$ cat src/rtl/fsp_pkg.sv
// Shared types and constants of the five-stage pipeline control
package fsp_pkg;

  // Bytes per instruction word, used for sequential fetch and return
  localparam logic [31:0] FSP_INSN_BYTES = 32'h0000_0004;
  // Default start address after reset
  localparam logic [31:0] FSP_RESET_PC   = 32'h0000_0000;
  // Default exception and break vectors
  localparam logic [31:0] FSP_EXC_VEC    = 32'h0000_0020;
  localparam logic [31:0] FSP_BRK_VEC    = 32'h0000_0040;
  // Width of the multicycle down-counter
  localparam int          FSP_CNT_W      = 6;
  // Memory-stage occupancy minus one, per multicycle operation
  localparam logic [5:0]  FSP_EMB_EXTRA  = 6'h02;
  localparam logic [5:0]  FSP_LE_EXTRA   = 6'h03;
  localparam logic [5:0]  FSP_CACHE_EXTRA = 6'h03;
  // Sign bit of the branch offset field
  localparam int          FSP_OFS_SIGN   = 15;

  // Instruction classes as reported by the decoder
  typedef enum logic [3:0] {
    CLS_ALU, CLS_CI_COMB, CLS_CI_MULTI, CLS_BRANCH,
    CLS_JUMP, CLS_FLUSH_SEQ, CLS_CACHE_OP, CLS_RDCTL,
    CLS_LOAD, CLS_STORE, CLS_SHIFT, CLS_MUL,
    CLS_TRAP, CLS_BREAK, CLS_ILLEGAL, CLS_UNIMPL
  } fsp_cls_t;

  // Hardware multiplier option
  typedef enum logic [1:0] {MUL_NONE, MUL_EMB, MUL_LE} fsp_mul_t;

  // Exception causes
  typedef enum logic [2:0] {
    CAUSE_NONE, CAUSE_IRQ, CAUSE_TRAP, CAUSE_ILLEGAL, CAUSE_UNIMPL
  } fsp_cause_t;

  // Fetch sequencer states
  typedef enum logic [1:0] {FE_IDLE, FE_REQ, FE_WAIT} fsp_fe_t;

  // Memory-stage phases
  typedef enum logic [2:0] {
    MS_DONE, MS_BUS, MS_RDWAIT, MS_CI, MS_CIWAIT
  } fsp_ms_t;

  // Decoder answer for the instruction in decode
  typedef struct packed {
    fsp_cls_t    cls;
    logic [15:0] offset;
    logic [4:0]  shamt;
  } fsp_dec_t;

  // One pipeline stage record
  typedef struct packed {
    logic        valid;
    fsp_cls_t    cls;
    logic        pred;
    logic        mispred;
    logic [4:0]  shamt;
    logic [31:0] pc;
    logic [31:0] instr;
    logic [31:0] target;
  } fsp_stage_t;

  // Instruction bus, master side and slave answers
  typedef struct packed {
    logic        read;
    logic [31:0] address;
  } fsp_ibus_out_t;

  typedef struct packed {
    logic        waitrequest;
    logic        readdatavalid;
    logic [31:0] readdata;
  } fsp_ibus_in_t;

  // Data bus strobes and slave answers
  typedef struct packed {
    logic read;
    logic write;
  } fsp_dbus_out_t;

  typedef struct packed {
    logic waitrequest;
    logic readdatavalid;
  } fsp_dbus_in_t;

  // Retirement and exception reports
  typedef struct packed {
    logic        valid;
    logic [31:0] pc;
  } fsp_ret_t;

  typedef struct packed {
    logic       valid;
    fsp_cause_t cause;
  } fsp_exc_t;

  // Whole state of the pipeline control
  typedef struct packed {
    fsp_stage_t    f;
    fsp_stage_t    d;
    fsp_stage_t    e;
    fsp_stage_t    m;
    fsp_stage_t    w;
    fsp_stage_t    fb;
    fsp_fe_t       fe;
    logic          drop;
    logic [31:0]   fpc;
    fsp_ms_t       ms;
    fsp_ibus_out_t ib;
    fsp_dbus_out_t db;
    logic          ci_start;
    logic          dispatch;
    logic          flush;
    fsp_exc_t      exc;
  } fsp_state_t;

endpackage : fsp_pkg

$ cat src/rtl/fsp_core_ctl.sv
// Five-stage in-order pipeline control with memory-stage stalls
`timescale 1ns/1ps

module fsp_core_ctl #(
  parameter fsp_pkg::fsp_mul_t MUL_KIND = fsp_pkg::MUL_NONE,
  parameter logic [31:0]       RESET_PC = fsp_pkg::FSP_RESET_PC,
  parameter logic [31:0]       EXC_VEC  = fsp_pkg::FSP_EXC_VEC,
  parameter logic [31:0]       BRK_VEC  = fsp_pkg::FSP_BRK_VEC
)
(
  input  wire logic                   clk,
  input  wire logic                   rst_n,
  input  wire fsp_pkg::fsp_ibus_in_t  ib_in,
  output wire fsp_pkg::fsp_ibus_out_t ib_out,
  output wire logic [31:0]            d_instr,
  input  wire fsp_pkg::fsp_dec_t      dec,
  input  wire logic                   ex_taken,
  input  wire logic [31:0]            ex_target,
  input  wire fsp_pkg::fsp_dbus_in_t  db_in,
  output wire fsp_pkg::fsp_dbus_out_t db_out,
  input  wire logic                   ci_stall,
  output wire logic                   ci_start,
  input  wire logic                   irq,
  output wire logic                   dispatch,
  output wire fsp_pkg::fsp_ret_t      retire,
  output wire logic                   flush,
  output wire fsp_pkg::fsp_exc_t      exc
);
  import fsp_pkg::*;

  fsp_state_t  s;         // Registered state
  fsp_state_t  next_s;    // Next state
  fsp_stage_t  e_res;     // Execute record with branch outcome
  fsp_stage_t  d_res;     // Decode record with decoder answer
  fsp_stage_t  word;      // Freshly fetched instruction
  logic        cnt_busy;  // Multicycle counter still running
  logic        cnt_load;  // Start a multicycle count
  logic [5:0]  cnt_val;   // Extra cycles to count
  logic        m_busy;    // Memory stage not finished
  logic        adv;       // Pipeline moves this cycle
  logic        redir;     // Memory stage flushes and redirects
  logic [31:0] redir_pc;  // Where fetch resumes after a flush
  fsp_cause_t  cause;     // Exception raised by the flush
  logic        pred;      // Taken prediction leaves decode now
  logic        fetch_ok;  // Returned word belongs to current path
  logic [31:0] ofs_ext;   // Sign-extended branch offset

  // Outputs come straight from the state register
  assign ib_out   = s.ib;
  assign db_out   = s.db;
  assign d_instr  = s.d.instr;
  assign ci_start = s.ci_start;
  assign dispatch = s.dispatch;
  assign flush    = s.flush;
  assign exc      = s.exc;
  assign retire   = '{valid: s.w.valid, pc: s.w.pc};

  // Branch offset widened to address width
  assign ofs_ext = {{16{dec.offset[FSP_OFS_SIGN]}}, dec.offset};

  // Extra memory-stage cycles for shifts, multiplies, cache ops
  fsp_mcyc #(
    .W (6)
  ) u_mcyc (
    .clk      (clk),
    .rst_n    (rst_n),
    .load     (cnt_load),
    .load_val (cnt_val),
    .busy     (cnt_busy)
  );

  // Memory-stage completion; the only source of a stall
  // Memory stage alone
  assign m_busy = cnt_busy
               || (s.ms == MS_BUS)
               || (s.ms == MS_RDWAIT && !db_in.readdatavalid)
               || (s.ms == MS_CI)
               || (s.ms == MS_CIWAIT && ci_stall);

  // Bubbles never stall; a busy valid instruction freezes D, E and M while fetch runs on
  // Hold earlier stages
  assign adv = !(s.m.valid && m_busy);

  // Next-state logic for stages, fetch and memory phase
  always_comb
  begin
    next_s = s;
    next_s.dispatch = 1'b0;
    next_s.flush = 1'b0;
    next_s.ci_start = 1'b0;
    next_s.exc = '0;
    cnt_load = 1'b0;
    cnt_val = '0;
    redir = 1'b0;
    redir_pc = s.m.pc + FSP_INSN_BYTES;
    cause = CAUSE_NONE;
    fetch_ok = 1'b0;
    word = '0;

    // Execute: resolve branch and capture jump target
    e_res = s.e;
    if (s.e.cls == CLS_BRANCH)
    begin
      e_res.mispred = (ex_taken != s.e.pred);
      e_res.target = ex_taken ? s.e.target
                              : s.e.pc + FSP_INSN_BYTES;
    end
    else if (s.e.cls == CLS_JUMP)
    begin
      e_res.target = ex_target;
    end

    // Decode: class from decoder, static prediction by offset sign
    // Backward taken only
    d_res = s.d;
    d_res.cls = dec.cls;
    d_res.shamt = dec.shamt;
    d_res.target = s.d.pc + FSP_INSN_BYTES + ofs_ext;
    d_res.pred = (dec.cls == CLS_BRANCH) && dec.offset[FSP_OFS_SIGN];

    // Memory stage leaving: decide on flush and exception
    if (s.m.valid && adv)
    begin
      case (s.m.cls)
        CLS_JUMP:
        begin
          redir = 1'b1;
          redir_pc = s.m.target;
        end
        CLS_FLUSH_SEQ:
        begin
          redir = 1'b1;
        end
        CLS_TRAP:
        begin
          redir = 1'b1;
          redir_pc = EXC_VEC;
          cause = CAUSE_TRAP;
        end
        CLS_ILLEGAL:
        begin
          redir = 1'b1;
          redir_pc = EXC_VEC;
          cause = CAUSE_ILLEGAL;
        end
        CLS_UNIMPL:
        begin
          redir = 1'b1;
          redir_pc = EXC_VEC;
          cause = CAUSE_UNIMPL;
        end
        // Without multiplier a multiply is emulated in software
        CLS_MUL:
        begin
          if (MUL_KIND == MUL_NONE)
          begin
            redir = 1'b1;
            redir_pc = EXC_VEC;
            cause = CAUSE_UNIMPL;
          end
        end
        // Break goes to the debug entry
        CLS_BREAK:
        begin
          redir = 1'b1;
          redir_pc = BRK_VEC;
        end
        CLS_BRANCH:
        begin
          if (s.m.mispred)
          begin
            redir = 1'b1;
            redir_pc = s.m.target;
          end
        end
        default:
        begin
          redir = 1'b0;
        end
      endcase
      // Interrupt taken after the leaving instruction
      if (!redir && irq)
      begin
        redir = 1'b1;
        redir_pc = EXC_VEC;
        cause = CAUSE_IRQ;
      end
    end
    next_s.flush = redir;
    next_s.exc.valid = (cause != CAUSE_NONE);
    next_s.exc.cause = cause;

    // Prediction acts only if the pipeline moves and no flush wins
    pred = s.d.valid && d_res.pred && adv && !redir;

    if (adv)
    begin
      // In order, one dispatch, one retire
      next_s.w = s.m;
      // Flush cancels execute, decode and fetch
      next_s.m = redir ? '0 : e_res;
      next_s.e = redir ? '0 : d_res;
      next_s.dispatch = !redir && s.d.valid;
      // Predicted taken drops the fall-through word
      next_s.d = (redir || pred) ? '0 : s.f;
      next_s.f = '0;
      if (redir || pred)
      begin
        next_s.fb = '0;
      end
      // Memory phase for the instruction entering M
      next_s.ms = MS_DONE;
      next_s.db = '0;
      if (!redir && s.e.valid)
      begin
        case (s.e.cls)
          CLS_LOAD:
          begin
            next_s.ms = MS_BUS;
            next_s.db.read = 1'b1;
          end
          CLS_STORE:
          begin
            next_s.ms = MS_BUS;
            next_s.db.write = 1'b1;
          end
          CLS_CI_MULTI:
          begin
            next_s.ms = MS_CI;
            next_s.ci_start = 1'b1;
          end
          // Without multiplier one bit per cycle, 1 to 32 cycles; with a multiplier a fixed 3 or 4 cycles
          CLS_SHIFT:
          begin
            cnt_load = 1'b1;
            if (MUL_KIND == MUL_NONE)
            begin
              cnt_val = {1'b0, s.e.shamt};
            end
            else if (MUL_KIND == MUL_EMB)
            begin
              cnt_val = FSP_EMB_EXTRA;
            end
            else
            begin
              cnt_val = FSP_LE_EXTRA;
            end
          end
          CLS_MUL:
          begin
            cnt_load = (MUL_KIND != MUL_NONE);
            cnt_val = (MUL_KIND == MUL_EMB) ? FSP_EMB_EXTRA
                                            : FSP_LE_EXTRA;
          end
          // Cache line ops: four cycles, no flush
          CLS_CACHE_OP:
          begin
            cnt_load = 1'b1;
            cnt_val = FSP_CACHE_EXTRA;
          end
          default:
          begin
            next_s.ms = MS_DONE;
          end
        endcase
      end
    end
    else
    begin
      // Stalled: writeback gets a bubble, D, E and M hold, the memory phase steps on
      next_s.w = '0;
      case (s.ms)
        MS_BUS:
        begin
          if (!db_in.waitrequest)
          begin
            next_s.db = '0;
            next_s.ms = s.db.read ? MS_RDWAIT : MS_DONE;
          end
        end
        // First custom cycle passes; then follow its stall
        MS_CI:
        begin
          next_s.ms = MS_CIWAIT;
        end
        default:
        begin
          next_s.ms = s.ms;
        end
      endcase
    end

    // Redirect fetch while cancelling wrong-path words
    if (redir || pred)
    begin
      next_s.fpc = redir ? redir_pc : d_res.target;
      next_s.drop = (s.fe != FE_IDLE);
    end

    // Fetch sequencer: one read outstanding at a time
    case (s.fe)
      FE_IDLE:
      begin
        if (!next_s.fb.valid)
        begin
          next_s.ib.read = 1'b1;
          next_s.ib.address = next_s.fpc;
          next_s.fe = FE_REQ;
        end
      end
      // Address stays put until the slave takes it
      FE_REQ:
      begin
        if (!ib_in.waitrequest)
        begin
          next_s.ib.read = 1'b0;
          next_s.fe = FE_WAIT;
          if (!s.drop && !(redir || pred))
          begin
            next_s.fpc = s.fpc + FSP_INSN_BYTES;
          end
        end
      end
      // Nothing enters fetch until data returns
      FE_WAIT:
      begin
        if (ib_in.readdatavalid)
        begin
          next_s.fe = FE_IDLE;
          next_s.drop = 1'b0;
          fetch_ok = !s.drop && !(redir || pred);
        end
      end
      default:
      begin
        next_s.fe = FE_IDLE;
      end
    endcase

    // Parked word moves up first so order is kept
    if (!next_s.f.valid && next_s.fb.valid)
    begin
      next_s.f = next_s.fb;
      next_s.fb = '0;
    end
    // A word arriving into a held fetch stage is parked
    if (fetch_ok)
    begin
      word.valid = 1'b1;
      word.pc = s.ib.address;
      word.instr = ib_in.readdata;
      if (!next_s.f.valid)
      begin
        next_s.f = word;
      end
      else
      begin
        next_s.fb = word;
      end
    end
  end

  // State register, synchronous reset; fetch starts at the reset address
  always_ff @(posedge clk)
  begin
    if (!rst_n)
    begin
      s <= '0;
      s.fpc <= RESET_PC;
    end
    else
    begin
      s <= next_s;
    end
  end

endmodule : fsp_core_ctl

$ cat src/rtl/fsp_mcyc.sv
// Down-counter that holds the memory stage for extra cycles
`timescale 1ns/1ps
module fsp_mcyc #(
  parameter int W = fsp_pkg::FSP_CNT_W
)
(
  input  wire logic         clk,
  input  wire logic         rst_n,
  input  wire logic         load,
  input  wire logic [W-1:0] load_val,
  output wire logic         busy
);
  import fsp_pkg::*;

  // Counter state
  typedef struct packed {
    logic [W-1:0] cnt;
  } fsp_mcyc_st_t;

  fsp_mcyc_st_t s;       // Current count
  fsp_mcyc_st_t next_s;  // Next count

  // Busy while cycles remain; zero means the operation ends now
  assign busy = (s.cnt != '0);

  // Load wins over counting so a new operation never inherits a tail
  always_comb
  begin
    next_s = s;
    if (load)
    begin
      next_s.cnt = load_val;
    end
    else if (busy)
    begin
      next_s.cnt = s.cnt - W'(1);
    end
  end

  // State register, synchronous reset
  always_ff @(posedge clk)
  begin
    if (!rst_n)
    begin
      s <= '0;
    end
    else
    begin
      s <= next_s;
    end
  end

endmodule : fsp_mcyc

$ cat config.mk
export PLATFORM = sky130hd
export DESIGN_NAME = fsp_core_ctl
export DESIGN_NICKNAME = d
export VERILOG_FILES = /design/src/rtl/fsp_pkg.sv /design/src/rtl/fsp_core_ctl.sv /design/src/rtl/fsp_mcyc.sv
export SDC_FILE = /design/constraint.sdc
export NUM_CORES = 1
export LEC_CHECK = 0
export BUFFER_PORTS_ARGS = -buffer_cell sky130_fd_sc_hd__buf_4
export CAP_MARGIN = 20
export CORE_ASPECT_RATIO = 1.25
export CORE_MARGIN = 3
export CORE_UTILIZATION = 50
export DETAILED_ROUTE_END_ITERATION = 7
export GPL_TIMING_DRIVEN = 1
export PLACE_DENSITY = 0.81
export SETUP_SLACK_MARGIN = 0.15
export SLEW_MARGIN = 5
export SYNTH_ARGS = -nofsm -noshare
export SYNTH_HDL_FRONTEND = slang
export SYNTH_SLANG_ARGS = --single-unit
$ cat constraint.sdc
create_clock -name clk -period 7.8 [get_ports clk]
set_clock_uncertainty 0.05 [all_clocks]
set_input_delay 0.78 -clock clk [delete_from_list [all_inputs] [get_ports clk]]
set_output_delay 0.78 -clock clk [all_outputs]
set_load 0.05 [all_outputs]
==> metrics <==
outcome=finished clean; GRT Util Overall=0.267; Tcrit/Tclk final=0.624; global route overflow=0; max_cap viols=0; # setup viols final=0; leak pwr=9.58 nW; Post-DP HPWL=45300 µm; final cell count without fillers=3075; Crit path required time=8.25 ns; Final #Nets=2640; yosys warns=0; worst endpoint data arrival time=5.31 ns; Slowest-stage cell, CP=o31a_2; antenna-violating nets left=0; crit-path max FO=60; Die Area=0.0466 mm²; worst r2r src=s[43]; Peak Freq=0.206 GHz; ys flop type=dfxtp_1; drt pass-1 iters=6; sequential cell area fraction in the yosys report=0.421; Worst Hold Class=in2reg; crit-path most repeated cell=buf_4; multi-input combinational cell area=0.0111 mm²; via count=19300; Root Buffer=clkbuf_16; CTS tree=done; GP Congestion=0.943; Period minus WS final=4.86 ns; Starting DRT DRC Count=1971; CTS Buffer Depth=3; synthesized area per cell=8.84 µm²; RSZ-0062 raised after global routing=false; worst skew pair latency=0.57 ns; Num CTS Buffers=45; headroom to the max-slew limit=0.260; initial core utilization=0.508; element type at the critical path end=flip-flop; I/O Buffers=204; Synth Instances=2490; Sw Share=0.242; layout cells sized above 1=0.143; largest net degree at the start of global routing=109; Netlist cell types=87; post-cts gate resize count=0; Fillers=3787; fin. max-slew vios=0; area leader, netlist=dfxtp_1; setup_tns=0 ns; htree depth=2; clock sinks=463; delay-heaviest family, CP=buffers and inverters; register area=0.00927 mm²; Ports=205; FP Rows=85; startpoint types=flip-flop; net switching power=1.25 mW; Clock Power Share=0.441; wire length per cell=21.3 µm; pwr dens=211 mW/mm²; WS Path Type=reg2reg; post-synth top area share=0.421; WL final=65600 µm; Internal=3.91 mW; Die H=241 µm; Flop pwr share=0.477; reg2reg path depth=10; clk slew on worst S/H paths=0.06 ns; Levels on crit path=10; Gate power share=0.081; Yosys reg bits=463; buffers and inverters on the worst path=3; vias per cell=6.29; EDFF count, synth=0; DRC=0; Post-CTS Hold Fix Bufs=0; top post-synthesis cells by area=dfxtp_1 (42%), a22o_1 (6.5%), nor2_1 (4.3%), buf_4 (3.8%), ha_1 (3.8%); crit path from=s[43]; syn_nets=2656; Worst Tran Pin Value=1.11 ns; CORE AREA=0.0433 mm²; vias in the first global route=18300; setup repair bufs after CTS=0; Inst Count DP=2990; initial antenna violation count=0; Hold Path Depth=2; Inserted Diodes=0; first-pass GRT wire length=102000 µm; worst-path cell chain=nand2b_1 > a21oi_1 > o31a_2 > buf_4 > nor2_4 > buf_4 > nor3_4 > buf_4 > a22oi_1 > nor2_1; Slowest Stage Delay on Critical Path=0.81 ns; Syn Std Cell Area=0.0220 mm²; ys async rst share=0; Hold Crit Start=dec[1]; Area Overhead vs Synth=11.3%; endpoints failing hold=0; peak supply drop=214 µV; overall die width=194 µm
## synthesized netlist by cell type (5+ instances only)
library cell and n:
nor3_1 21, nand2_1 217, or2_2 9, nand2b_1 10, o221ai_1 18, o21ai_1 10
mux2i_1 11, or3_1 17, and4_1 12, o21ai_0 107, nand3_1 132, buf_6 6
a22oi_2 10, and3_1 57, buf_1 5, ha_1 67, xor2_1 49, a22o_1 164
a31oi_1 9, a221oi_1 16, o22ai_1 15, inv_1 24, o211ai_1 28, a21o_1 11
xnor2_1 59, clkbuf_1 126, a22oi_1 64, buf_2 46, nor2b_1 7, o21a_1 12
a211oi_1 26, a221oi_2 5, dfxtp_1 463, a311oi_1 65, nor2_1 254, buf_4 112
nand4_1 25, and2_1 8, a32oi_1 5, a21oi_1 100, o31ai_1 6
## power groups by stage
stage	registers [mW]	logic, mW	clock network (mW)
after global routing	2.47	0.460	2.38
final	2.46	0.419	2.28
after CTS	2.46	0.412	2.30
after floorplan	2.50	0.291	0
after detailed placement	2.51	0.409	0
after global placement	2.51	0.397	0
## registers in the layout, summed over array words and instances (netlist names)
signal    count
db_out        2
d_instr      32
dispatch      1
retire       33
exc           4
ci_start      1
ib_out       33
flush         1
s           273
e_res        43
u_mcyc.s      6
d_res        34
## layout make-up
cell class / instances / share of cell area
well taps: 565 / 0.0289
multi-input cells: 1707 / 0.452
flip-flops and latches: 463 / 0.378
inverters: 25 / 0.00404
repair buffers: 232 / 0.0729
clock buffers: 64 / 0.0547
clock inverters: 19 / 0.00894
## worst reg2reg max path, delay by kind of cell, from the launching register on
family                 cells  cell delay (ns)
and+or+nand+nor            4             0.81
AOI/OAI and AO/OA          3             1.75
buffers and inverters      3             1.70
DFF                        1             0.49
## worst paths after layout
| kind | to | slack (ns) |
|---|---|---|
| max | s[120] | 2.94 |
| max reg2reg | s[120] | 2.94 |
| min | e_res[97] | 0.38 |
| min reg2reg | s[427] | 0.40 |
## cells in the final DEF (no fill, tap or decap), types with 6 or more instances in the layout
cell type and instances:
dfxtp_1 463, nor2_1 252, buf_4 229, nand2_1 217
a22o_1 164, nand3_1 131, o21ai_0 107, a21oi_1 99
ha_1 67, a311oi_1 65, a22oi_1 64, xnor2_1 59
and3_1 56, xor2_1 49, clkbuf_16 46, o211ai_1 28
a211oi_1 26, nand4_1 25, inv_1 24, nor3_1 21
o221ai_1 18, or3_1 17, a221oi_1 16, o22ai_1 15
and4_1 12, o21a_1 12, clkbuf_8 12, a21o_1 11
mux2i_1 11, nand2b_1 10, o21ai_1 10, a22oi_2 10
clkinv_2 10, or2_2 9, a31oi_1 9, and2_1 8
nor2b_1 7, o31ai_1 6, clkbuf_1 6
## metrics by stage
stage	hold WS [ns]	instance area, µm²	utilization	setup slack (ns)	power, mW
3_5_place_dp	0.390	22900	0.529	2.61	2.92
6_report	0.385	24500	0.566	2.94	5.16
4_1_cts	0.372	24400	0.565	2.76	5.18
5_1_grt	0.390	24500	0.566	2.62	5.31
2_1_floorplan	0.368	22000	-	4.08	2.79
3_3_place_gp	0.378	22900	0.529	2.74	2.91
## routing by layer
| layer | vias up | global-route usage | part of all wire |
|---|---|---|---|
| li1 | 8984 | - | - |
| met1 | 9318 | 0.359 | 0.42 |
| met2 | 908 | 0.440 | 0.47 |
| met3 | 131 | 0.0437 | 0.078 |
| met4 | 0 | 0.0967 | 0.033 |
| met5 | - | 0 | 0 |
## cell families after synthesis
group	Yosys count	share of synthesized area
mux	12	0.00552
simple gates	800	0.169
fa+ha+maj	69	0.0395
compound gates	718	0.243
buf+inv	320	0.0783
xor+xnor	108	0.0430
flops	463	0.421
Note: power is estimated with default switching activity, not from simulation.
